--- src/core/sadc_consts.vh ---
// Register map, field positions, reset values and counts of the converter.
`ifndef SADC_CONSTS_VH
`define SADC_CONSTS_VH
`define SADC_ADDR_CFG    8'hbc
`define SADC_ADDR_RES_LO 8'hbe
`define SADC_ADDR_RES_HI 8'hbf
`define SADC_ADDR_CTL    8'he8
`define SADC_CFG_RST     8'hf8
`define SADC_CTL_RST     8'h00
`define SADC_RES_RST     8'h00
`define SADC_RD_NONE     8'h00
`define SADC_CFG_DIV_HI  7
`define SADC_CFG_DIV_LO  3
`define SADC_CFG_GAIN_HI 2
`define SADC_CFG_GAIN_LO 0
`define SADC_CTL_EN      7
`define SADC_CTL_TM      6
`define SADC_CTL_DONE    5
`define SADC_CTL_BUSY    4
`define SADC_CTL_CM_HI   3
`define SADC_CTL_CM_LO   2
`define SADC_CTL_WIN     1
`define SADC_CTL_LJST    0
`define SADC_CM_SW       2'h0
`define SADC_CM_T3       2'h1
`define SADC_CM_EXT      2'h2
`define SADC_CM_T2       2'h3
`define SADC_TRACK_CLKS  5'h03
`define SADC_CONV_CLKS   5'h10
`define SADC_DIV_ZERO    5'h00
`define SADC_CNT_ONE     5'h01
`define SADC_LJ_PAD      6'h00
`define SADC_GAIN_X1     6'h01
`define SADC_GAIN_X2     6'h02
`define SADC_GAIN_X4     6'h04
`define SADC_GAIN_X8     6'h08
`define SADC_GAIN_X16    6'h10
`define SADC_GAIN_XHALF  6'h20
`define SADC_ST_IDLE     2'h0
`define SADC_ST_TRACK    2'h1
`define SADC_ST_CONV     2'h2
`endif

--- src/core/sadc_top.v ---
// Control, sequencing, formatting and window detect of a 10-bit SAR ADC.
//
// What this block does
// - Converter clock is system clock over divider+1.
// - Gain field decodes to x1,2,4,8,16,0.5.
// - Enable low holds converter in shutdown.
// - Track mode zero tracks continuously when idle.
// - Done flag sets at busy fall; software clears.
// - Busy reads one only during low-power tracking and conversion.
// - Busy write one starts only in mode 00.
// - Start mode picks software, timer3, pin, timer2.
// - Low-power tracking lasts exactly three converter clocks, except in pin mode.
// - Pin mode tracks while low, converts on rise.
// - Window flag sets on match, software clears.
// - Justify bit selects right or left placement.
// - Right form: high bits sign or zero extended.
// - Left form: low byte bits 5..0 zero.
// - Single-ended results are plain unsigned codes.
// - Differential results are two's complement, sign extended.
// - Every result compared against both limit words.
// - Inside or outside set by limit ordering.
// - Less above greater means strictly between; else outside.
// - Busy covers the whole conversion, any source.
// - Conversion lasts sixteen converter clocks after tracking.
`timescale 1ns/1ps
`include "sadc_consts.vh"
module sadc_top (
	input  wire        clk_i,
	input  wire        rst_n_i,
	input  wire [7:0]  sfr_addr_i,
	input  wire        sfr_wr_i,
	input  wire [7:0]  sfr_wdata_i,
	output reg  [7:0]  sfr_rdata_o,
	input  wire        t3_ovf_i,
	input  wire        t2_ovf_i,
	input  wire        ext_start_i,
	input  wire        diff_mode_i,
	input  wire [15:0] greater_limit_i,
	input  wire [15:0] less_limit_i,
	input  wire [9:0]  sar_code_i,
	output reg         conv_clk_o,
	output reg         track_o,
	output reg         convert_o,
	output reg         shutdown_o,
	output reg  [5:0]  pga_gain_o
);

	reg        rst_meta_q;
	reg        rst_sync_q;
	wire       rst_n;
	reg  [7:0] cfg_q;
	reg        en_q;
	reg        tm_q;
	reg        done_q;
	reg  [1:0] cm_q;
	reg        win_q;
	reg        ljst_q;
	reg  [7:0] res_lo_q;
	reg  [7:0] res_hi_q;
	reg  [1:0] state_q;
	reg  [1:0] state_d;
	reg  [4:0] cyc_q;
	reg  [4:0] cyc_d;
	reg  [4:0] div_cnt_q;
	reg        pin_meta_q;
	reg        pin_sync_q;
	reg        pin_last_q;
	reg        start_ev;
	reg  [5:0] gain_d;
	reg  [7:0] rdata_d;
	reg  [15:0] word;
	reg        win_hit;
	wire [4:0] div;
	wire       ctl_wr;
	wire       sw_start;
	wire       pin_rise;
	wire       idle;
	wire       busy;
	wire       done_ev;
	wire       track_d;
	wire [15:0] w_k;
	wire [15:0] gt_k;
	wire [15:0] lt_k;

	// Reset is asserted at once but released through two flops.
	always @(posedge clk_i or negedge rst_n_i) begin
		if (!rst_n_i) begin
			rst_meta_q <= 1'b0;
			rst_sync_q <= 1'b0;
		end else begin
			rst_meta_q <= 1'b1;
			rst_sync_q <= rst_meta_q;
		end
	end
	assign rst_n = rst_sync_q;

	assign div    = cfg_q[`SADC_CFG_DIV_HI:`SADC_CFG_DIV_LO];
	assign ctl_wr = sfr_wr_i && (sfr_addr_i == `SADC_ADDR_CTL);
	assign idle   = (state_q == `SADC_ST_IDLE);
	assign busy   = !idle;

	// The write itself must carry enable and software mode, and the block
	// must already be enabled in software mode, so a stray busy write made
	// while changing modes cannot start a conversion.
	assign sw_start = ctl_wr && sfr_wdata_i[`SADC_CTL_BUSY] &&
		sfr_wdata_i[`SADC_CTL_EN] &&
		(sfr_wdata_i[`SADC_CTL_CM_HI:`SADC_CTL_CM_LO] == `SADC_CM_SW);

	// Only the second flop of the pin synchroniser feeds the edge detector.
	// A pin that idles high shows one false edge after reset; it is harmless
	// because every start is refused until software sets the enable.
	always @(posedge clk_i or negedge rst_n) begin
		if (!rst_n) begin
			pin_meta_q <= 1'b0;
			pin_sync_q <= 1'b0;
			pin_last_q <= 1'b0;
		end else begin
			pin_meta_q <= ext_start_i;
			pin_sync_q <= pin_meta_q;
			pin_last_q <= pin_sync_q;
		end
	end
	assign pin_rise = pin_sync_q && !pin_last_q;

	always @* begin
		case (cm_q)
		`SADC_CM_SW:  start_ev = sw_start;
		`SADC_CM_T3:  start_ev = t3_ovf_i;
		`SADC_CM_EXT: start_ev = pin_rise;
		`SADC_CM_T2:  start_ev = t2_ovf_i;
		default:      start_ev = 1'b0;
		endcase
		start_ev = start_ev && en_q && idle;
	end

	// The divider restarts on each start so phase lengths are exact.
	// It runs while enabled, between conversions too, so the core sees a
	// steady converter clock.
	always @(posedge clk_i or negedge rst_n) begin
		if (!rst_n) begin
			div_cnt_q  <= `SADC_DIV_ZERO;
			conv_clk_o <= 1'b0;
		end else begin
			if (!en_q || start_ev || div_cnt_q == div) begin
				div_cnt_q <= `SADC_DIV_ZERO;
			end else begin
				div_cnt_q <= div_cnt_q + `SADC_CNT_ONE;
			end
			conv_clk_o <= en_q && !start_ev && (div_cnt_q == div);
		end
	end

	assign done_ev = (state_q == `SADC_ST_CONV) && conv_clk_o &&
		(cyc_q == `SADC_CONV_CLKS - `SADC_CNT_ONE);

	// Phase lengths count converter clock pulses, not system clocks, so
	// they scale with the divider.
	always @* begin
		state_d = state_q;
		cyc_d   = cyc_q;
		case (state_q)
		`SADC_ST_IDLE: begin
			cyc_d = `SADC_DIV_ZERO;
			if (start_ev) begin
				if (tm_q && cm_q != `SADC_CM_EXT) begin
					state_d = `SADC_ST_TRACK;
				end else begin
					state_d = `SADC_ST_CONV;
				end
			end
		end
		`SADC_ST_TRACK: begin
			if (conv_clk_o) begin
				if (cyc_q == `SADC_TRACK_CLKS - `SADC_CNT_ONE) begin
					state_d = `SADC_ST_CONV;
					cyc_d   = `SADC_DIV_ZERO;
				end else begin
					cyc_d = cyc_q + `SADC_CNT_ONE;
				end
			end
		end
		`SADC_ST_CONV: begin
			if (conv_clk_o) begin
				if (done_ev) begin
					state_d = `SADC_ST_IDLE;
					cyc_d   = `SADC_DIV_ZERO;
				end else begin
					cyc_d = cyc_q + `SADC_CNT_ONE;
				end
			end
		end
		default: begin
			state_d = `SADC_ST_IDLE;
			cyc_d   = `SADC_DIV_ZERO;
		end
		endcase
		// Clearing the enable abandons a conversion without a result.
		if (!en_q) begin
			state_d = `SADC_ST_IDLE;
			cyc_d   = `SADC_DIV_ZERO;
		end
	end

	always @(posedge clk_i or negedge rst_n) begin
		if (!rst_n) begin
			state_q <= `SADC_ST_IDLE;
			cyc_q   <= `SADC_DIV_ZERO;
		end else begin
			state_q <= state_d;
			cyc_q   <= cyc_d;
		end
	end

	always @* begin
		if (ljst_q) begin
			word = {sar_code_i, `SADC_LJ_PAD};
		end else begin
			// Sign copy only for differential data; zeros otherwise.
			word = {{6{diff_mode_i & sar_code_i[9]}}, sar_code_i};
		end
	end

	// Flipping the top bit turns a signed compare into an unsigned one.
	assign w_k  = {word[15] ^ diff_mode_i, word[14:0]};
	assign gt_k = {greater_limit_i[15] ^ diff_mode_i,
		greater_limit_i[14:0]};
	assign lt_k = {less_limit_i[15] ^ diff_mode_i, less_limit_i[14:0]};

	// Equal limits fall to the outside test, which flags every result but
	// the one equal to both limits.
	always @* begin
		if (lt_k > gt_k) begin
			win_hit = (w_k < lt_k) && (w_k > gt_k);
		end else begin
			win_hit = (w_k < lt_k) || (w_k > gt_k);
		end
	end

	// A divider lowered mid-count can stretch one converter clock period,
	// since the count then has to wrap before it matches again.
	always @(posedge clk_i or negedge rst_n) begin
		if (!rst_n) begin
			cfg_q <= `SADC_CFG_RST;
		end else if (sfr_wr_i && sfr_addr_i == `SADC_ADDR_CFG) begin
			cfg_q <= sfr_wdata_i;
		end
	end

	// Hardware setting of either flag beats a software clear.
	always @(posedge clk_i or negedge rst_n) begin
		if (!rst_n) begin
			en_q   <= 1'b0;
			tm_q   <= 1'b0;
			done_q <= 1'b0;
			cm_q   <= `SADC_CM_SW;
			win_q  <= 1'b0;
			ljst_q <= 1'b0;
		end else begin
			if (ctl_wr) begin
				en_q   <= sfr_wdata_i[`SADC_CTL_EN];
				tm_q   <= sfr_wdata_i[`SADC_CTL_TM];
				cm_q   <= sfr_wdata_i[`SADC_CTL_CM_HI:`SADC_CTL_CM_LO];
				ljst_q <= sfr_wdata_i[`SADC_CTL_LJST];
			end
			if (done_ev) begin
				done_q <= 1'b1;
			end else if (ctl_wr) begin
				done_q <= sfr_wdata_i[`SADC_CTL_DONE];
			end
			if (done_ev && win_hit) begin
				win_q <= 1'b1;
			end else if (ctl_wr) begin
				win_q <= sfr_wdata_i[`SADC_CTL_WIN];
			end
		end
	end

	// A finishing conversion overwrites any software write to the pair.
	always @(posedge clk_i or negedge rst_n) begin
		if (!rst_n) begin
			res_lo_q <= `SADC_RES_RST;
			res_hi_q <= `SADC_RES_RST;
		end else if (done_ev) begin
			res_lo_q <= word[7:0];
			res_hi_q <= word[15:8];
		end else if (sfr_wr_i) begin
			if (sfr_addr_i == `SADC_ADDR_RES_LO) begin
				res_lo_q <= sfr_wdata_i;
			end
			if (sfr_addr_i == `SADC_ADDR_RES_HI) begin
				res_hi_q <= sfr_wdata_i;
			end
		end
	end

	// One-hot gain spares the amplifier a decoder of its own.
	always @* begin
		case (cfg_q[`SADC_CFG_GAIN_HI:`SADC_CFG_GAIN_LO])
		3'h0:    gain_d = `SADC_GAIN_X1;
		3'h1:    gain_d = `SADC_GAIN_X2;
		3'h2:    gain_d = `SADC_GAIN_X4;
		3'h3:    gain_d = `SADC_GAIN_X8;
		3'h4:    gain_d = `SADC_GAIN_X16;
		3'h5:    gain_d = `SADC_GAIN_X16;
		3'h6:    gain_d = `SADC_GAIN_XHALF;
		3'h7:    gain_d = `SADC_GAIN_XHALF;
		default: gain_d = `SADC_GAIN_X1;
		endcase
	end

	// Read data is registered: it shows the register addressed one cycle
	// earlier, and reading has no side effects.
	always @* begin
		case (sfr_addr_i)
		`SADC_ADDR_CFG:    rdata_d = cfg_q;
		`SADC_ADDR_RES_LO: rdata_d = res_lo_q;
		`SADC_ADDR_RES_HI: rdata_d = res_hi_q;
		`SADC_ADDR_CTL:    rdata_d = {en_q, tm_q, done_q, busy,
			cm_q, win_q, ljst_q};
		default:           rdata_d = `SADC_RD_NONE;
		endcase
	end

	// Pin-driven low-power mode tracks only while the pin is low.
	assign track_d = en_q && ((idle && !tm_q) ||
		(state_q == `SADC_ST_TRACK) ||
		(idle && tm_q && cm_q == `SADC_CM_EXT && !pin_sync_q));

	// Every output comes from a flop so the analog side sees no decode
	// glitches.
	always @(posedge clk_i or negedge rst_n) begin
		if (!rst_n) begin
			sfr_rdata_o <= `SADC_RD_NONE;
			track_o     <= 1'b0;
			convert_o   <= 1'b0;
			shutdown_o  <= 1'b1;
			pga_gain_o  <= `SADC_GAIN_X1;
		end else begin
			sfr_rdata_o <= rdata_d;
			track_o     <= track_d;
			convert_o   <= (state_q == `SADC_ST_CONV);
			shutdown_o  <= !en_q;
			pga_gain_o  <= gain_d;
		end
	end

endmodule

--- config.mk ---
export PLATFORM = sky130hd
export DESIGN_NAME = sadc_top
export DESIGN_NICKNAME = d
export VERILOG_FILES = /design/src/core/sadc_top.v
export VERILOG_INCLUDE_DIRS = /design/src /design/src/core
export SDC_FILE = /design/constraint.sdc
export NUM_CORES = 1
export LEC_CHECK = 0
export BUFFER_PORTS_ARGS = -buffer_cell sky130_fd_sc_hd__buf_4
export CORE_MARGIN = 1
export CORE_UTILIZATION = 50
export CTS_BUF_LIST = sky130_fd_sc_hd__clkbuf_16
export DETAILED_ROUTE_END_ITERATION = 10
export PLACE_DENSITY = 0.72
export SYNTH_ARGS = -nofsm -noshare
export SYNTH_HDL_FRONTEND = slang
export SYNTH_SLANG_ARGS = --single-unit
--- constraint.sdc ---
create_clock -name clk_i -period 2.8 [get_ports clk_i]
set_input_delay 0.7 -clock clk_i [delete_from_list [all_inputs] [get_ports clk_i]]
set_output_delay 0.7 -clock clk_i [all_outputs]
set_load 0.05 [all_outputs]
---- After elaboration in Yosys (flattened, before gate mapping) ----
Memories as Yosys holds them, arrays and structs flattened. A register that Yosys moved wholly into a read port is not among the register bits.
Cells that the tools add are included.
operators by class
  add/sub/neg operators ................... 2
  $mul .................................... 0
  divide/modulo/power cells ............... 0
  $lt $le $gt $ge ......................... 3
  equality and inequality tests ........... 18
  shift-type cells ........................ 0
  mux-type cells .......................... 29
  bitwise logic cells ..................... 4
  reduce and logical (&&, ||, !) cells .... 44
operators with widths
  cell                                            count
  2-to-1 mux 8 bit                                6
  == test 8 bit (second input constant)           4
  greater-than comparator 16 bit                  2
  case mux 8 bit (4 select lines)                 1
  2-to-1 mux 5 bit                                6
  logical AND 1 bit                               20
  < comparator 16 bit                             1
  2-to-1 mux 16 bit                               1
  inequality test 3 bit (second input constant)   5
  2-to-1 mux 2 bit                                7
  adder 5 x 1 -> 5 bit (second input constant)    2
  case mux 5 bit (2 select lines)                 1
  nonzero test 2 bit                              5
  zero test 1 bit                                 7
  == test 2 bit (second input constant)           3
  zero test 2 bit                                 3
  case mux 2 bit (3 select lines)                 1
  AND reduction 2 bit                             3
  == test 5 x 2 -> 1 bit (second input constant)  1
  == test 5 x 4 -> 1 bit (second input constant)  1
  == test 5 bit                                   1
  logical OR 1 bit                                5
  2-to-1 mux 1 bit                                5
  AND reduction 5 bit                             1
  5 further kinds                                 8
storage, ports and cells
  flip-flop bits (word level) ............. 60
  bits in latches ......................... 0
  memory bits (writable) .................. 0
  ROM bits ................................ 48
  input bits .............................. 65
  output and inout port bits .............. 18
  logic and storage cells ................. 123
  memories kept ........................... 1
memory list
  name              words  bits a word  rd ports  clocked after memory_dff  write ports  RTL line        text
  (name not given)  8      6            1         1                         0            sadc_top.v:298  case (cfg_q[`SADC_CFG_GAIN_HI:`SADC_CFG_GAIN_LO])

---- Depth between registers and ports, before layout ----
  word-level depth ........................ 11
  mapped depth ............................ 12

---- Worst setup path after synthesis ----
OpenSTA, ideal clock, no wires.
  path type ............................... input to register
  start ................................... input sar_code_i[3]
  end ..................................... register win_q
  library setup time ...................... 128 ps
  arrival time ............................ 2413 ps
  required time ........................... 2672 ps
  setup slack ............................. 259 ps
  stages .................................. 8
  buffers on the path ..................... 0
  path through ............................ mux2_2 > ha_1 > a21o_1 > a221o_1 > a221oi_1 > o22ai_1 > a41oi_1 > o21ai_0
on the way
  longest elaborated chain between the ends .. 6
  elaborated cells between the ends (all ways) .. 9
  classes of those cells .................. 2 x order compare; 3 x mux; 4 x reduce/logical
ends and longest elaborated chain
  element                                                                RTL line                        text
  start: declaration                                                     sadc_top.v:40                   input wire [9:0] sar_code_i,
  2-to-1 mux 16 bit *                                                    sadc_top.v:215                  if (ljst_q) begin
  < comparator 16 bit or greater-than comparator 16 bit (tied branches)  sadc_top.v:233, sadc_top.v:235
  logical OR 1 bit or logical AND 1 bit (tied branches)                  sadc_top.v:235, sadc_top.v:233
  2-to-1 mux 1 bit *                                                     sadc_top.v:232                  if (lt_k > gt_k) begin
  logical AND 1 bit *                                                    sadc_top.v:270                  if (done_ev && win_hit) begin
  2-to-1 mux 1 bit or nonzero test 2 bit (tied branches)                 n/a
  end signal: assignment                                                 sadc_top.v:273                  win_q <= sfr_wdata_i[`SADC_CTL_WIN];
  end: declaration                                                       sadc_top.v:56                   reg win_q;
Every way passes the cells marked *; elsewhere a longest branch is shown, timed or not.
A chain may end at the register's enable or synchronous reset.

---- Worst setup path in the final report ----
  start ................................... input diff_mode_i
  end ..................................... register win_q
on the way
  longest elaborated chain between the ends .. 8
  elaborated cells between the ends (all ways) .. 14
  classes of those cells .................. 3 x order compare; 3 x mux; 4 x bitwise; 4 x reduce/logical
ends and longest elaborated chain
  element                                                                RTL line                        text
  start: declaration                                                     sadc_top.v:37                   input wire diff_mode_i,
  AND 1 bit                                                              sadc_top.v:219                  word = {{6{diff_mode_i & sar_code_i[9]}}, sar_code_i};
  2-to-1 mux 16 bit                                                      sadc_top.v:215
  XOR 1 bit                                                              sadc_top.v:224                  assign w_k = {word[15] ^ diff_mode_i, word[14:0]};
  < comparator 16 bit or greater-than comparator 16 bit (tied branches)  sadc_top.v:233, sadc_top.v:235
  logical OR 1 bit or logical AND 1 bit (tied branches)                  sadc_top.v:235, sadc_top.v:233
  2-to-1 mux 1 bit *                                                     sadc_top.v:232
  logical AND 1 bit *                                                    sadc_top.v:270
  2-to-1 mux 1 bit or nonzero test 2 bit (tied branches)                 n/a
Marks and branches as above.

==> metrics.cfg <==
[run_status]
status=completed

[yosys]
synth_compound_area_share_pct=12.3
synth_xor_area_share_pct=2.45
yosysMostFrequentCell=dfrtp_1
synth_top_family_by_area=simple AND/OR/NAND/NOR gates
synth_top_area_share_pct=34.4
synth-simple-area-share_pct=17.9
ys_warn_count=0
synthTopCellsByArea=dfrtp_1 34%, ha_1 15%, mux2_2 5.0%
ys_seq_area_share_pct=38.7
synth_common_cells=59 x dfrtp_1, 51 x ha_1, 49 x nand2_1
synth_area_sq_um=4290
synth_top_area_cell=dfrtp_1
synth_edf_count=0
synth_fa_ha_area_share_pct=14.9
synth_nets=559
ys.flop_type=dfrtp_1
muxShareOfSynthArea_pct=9.19
synth_area_per_cell_sq_um=9.68
synthCells=443
ys_async_sr_fraction_pct=100
synth-seq-cells=66
synth_cell_type_count=55

[cts]
hold_buffers=0
postCtsSetupBuffers=0
cts-resized-gates=0
clk_pin_slew_ps=60
cts_tree=yes
ctsRootBufferMaster=clkbuf_16
clk_latency_ps=330
clockBufferDepth=2
cts_buffers=9
htree_levels=3
cts_sinks=66

[power]
ir_drop_uv=229
p_leak_uw=0.00285
power_density_nw_per_um2=478

[floorplanning]
die_y_microns=94.6
dieArea_sq_um=8950
core-area_sq_um=8260
die_w_microns=94.6
io_pins=83
rows=33
initial_core_util_pct=51.9

[worst_setup_path]
cp.arrival_ps=2850
crit_fanout=5
start_kind=input port
required_ps=3000
worstSetupPathType=input port to flop
crit_path_end_kind=flop

[global_routing]
grt_usage_pct=25.9
grt_pass1_wl_microns=17700
grt_pass1_vias=3653
grt_max_degree=35
grt_overflow_total=0
antenna_found_initial=0

[timing]
period_share_pct=94.5
fin_crit_ps=2640
setup_viol=0
hold_viol=0
worst_pin_slew_ps=730
slew_violations=0
relSlewSlack_pct=51.3
skew_ps=5.57
rsz0062_at_grt=false
fmax_ghz=0.378
timing.final.ws_setup_ps=155

[drt]
num_vias=3678
ant_nets=0
wl_microns=10700
drt-initial-drc-count=200
drc=0
viasPerCell=5.56
routedWlPerCell_microns=16.2
dr.pass1.iters=5

[layout]
drive_gt1_share_pct=29.1
finalCoreUtilization_pct=66.6
stdcell_count=662
nets=668
diodes=0
fillCellCount=700
area_delta_synth_final_pct=28.2

[placed_design]
io_buffers=82
dpl.hpwl_microns=8610
place_ws_ps=-196
gp_congestion=0.881
dp_cells=646

[hold_path]
worstHoldPathType=input port to asynchronous set/reset pin

[flow_run]
cap_viol_max_count=0

[metrics by stage]
| stage | hold WS [ps] | instance area (sq um) | power, uW | setup TNS, ps |
|---|---|---|---|---|
| floorplan | 331 | 4290 | 1270 | 0 |
| global placement | 334 | 5170 | 1450 | -76.2 |
| detailed placement | 340 | 5170 | 1460 | -196 |
| CTS | 134 | 5490 | 2640 | 0 |
| global route | 130 | 5500 | 2740 | 0 |
| finish | 140 | 5500 | 2630 | 0 |
[path summary, 6_finish.rpt]
| path | cells after the start | endpoint | from | slack [ps] |
|---|---|---|---|---|
| max | 12 | win_q$_DFFE_PN0P_ | diff_mode_i | 160 |
| min | 1 | rst_meta_q$_DFF_PN0_ | rst_n_i | 140 |
| max reg2reg | 11 | win_q$_DFFE_PN0P_ | ljst_q$_DFFE_PN0P_ | 170 |
| min reg2reg | 0 | div_cnt_q[3]$_DFF_PN0_ | rst_n$_DFF_PN0_ | 330 |
| max in group asynchronous | 1 | shutdown_o$_DFF_PN1_ | rst_n$_DFF_PN0_ | 1680 |
| min in group clk_i | 0 | rst_n$_DFF_PN0_ | rst_meta_q$_DFF_PN0_ | 350 |
[flip-flops by register name, indices dropped and copies added, names as in the netlist, 2 cells and up]
signal	count
pga_gain_o	6
state_q	2
cfg_q	8
sfr_rdata_o	8
res_hi_q	8
cm_q	2
div_cnt_q	5
cyc_q	5
res_lo_q	8
[power by group]
part / internal, uW / switching [uW]
Combinational: 196 / 213
Sequential: 999 / 39.1
Clock: 776 / 405
[cells by family after synthesis]
family	Yosys count
AND/OR/NAND/NOR	146
AO/OA/AOI/OAI	82
flip-flops	66
adder cells (fa/ha/maj)	51
buffers and inverters	48
multiplexers	37
XOR/XNOR	12
other	1
[routing by layer]
layer	global-route usage, %	wire length [microns]
met1	34.9	4800
met2	42.6	5250
met3	4.19	487
met4	7.70	204
met5	0	0
[layout by cell type, fill, tap and decap left out, drive strengths merged, types with 4 or more instances in the layout]
cell    count
nor3b       6
nand2      50
nor2       31
a21o        6
o21ai      12
dfrtp      59
xor2        5
nand4       6
clkbuf      9
mux2       19
nor3        5
and2        4
clkinv      4
a31oi       4
nor4        6
ha         51
nand3      17
mux2i      18
nor2b       9
inv        42
a22oi       6
xnor2       7
buf       104
a21oi      29
dfstp       7
[worst max-delay path, stage by stage]
cell     delay, ps
buf_4          120
buf_4          130
nand3_1        170
nand2_1        150
ha_1           330
and4_1         220
nand4_1        140
nor4_2         320
or2_2          160
o22ai_1         80
a41oi_1        230
o21ai_0        100
[cell type report]
type	instances	area (sq um)	share of cell area, %
inverters	42	158	2.87
repair buffers	104	781	14.2
multi-input cells	329	2450	44.5
clock inverters	7	93.8	1.71
flip-flops and latches	66	1660	30.2
clock buffers	9	225	4.10
well taps	105	131	2.39
Power figures use the tool's default switching activity.
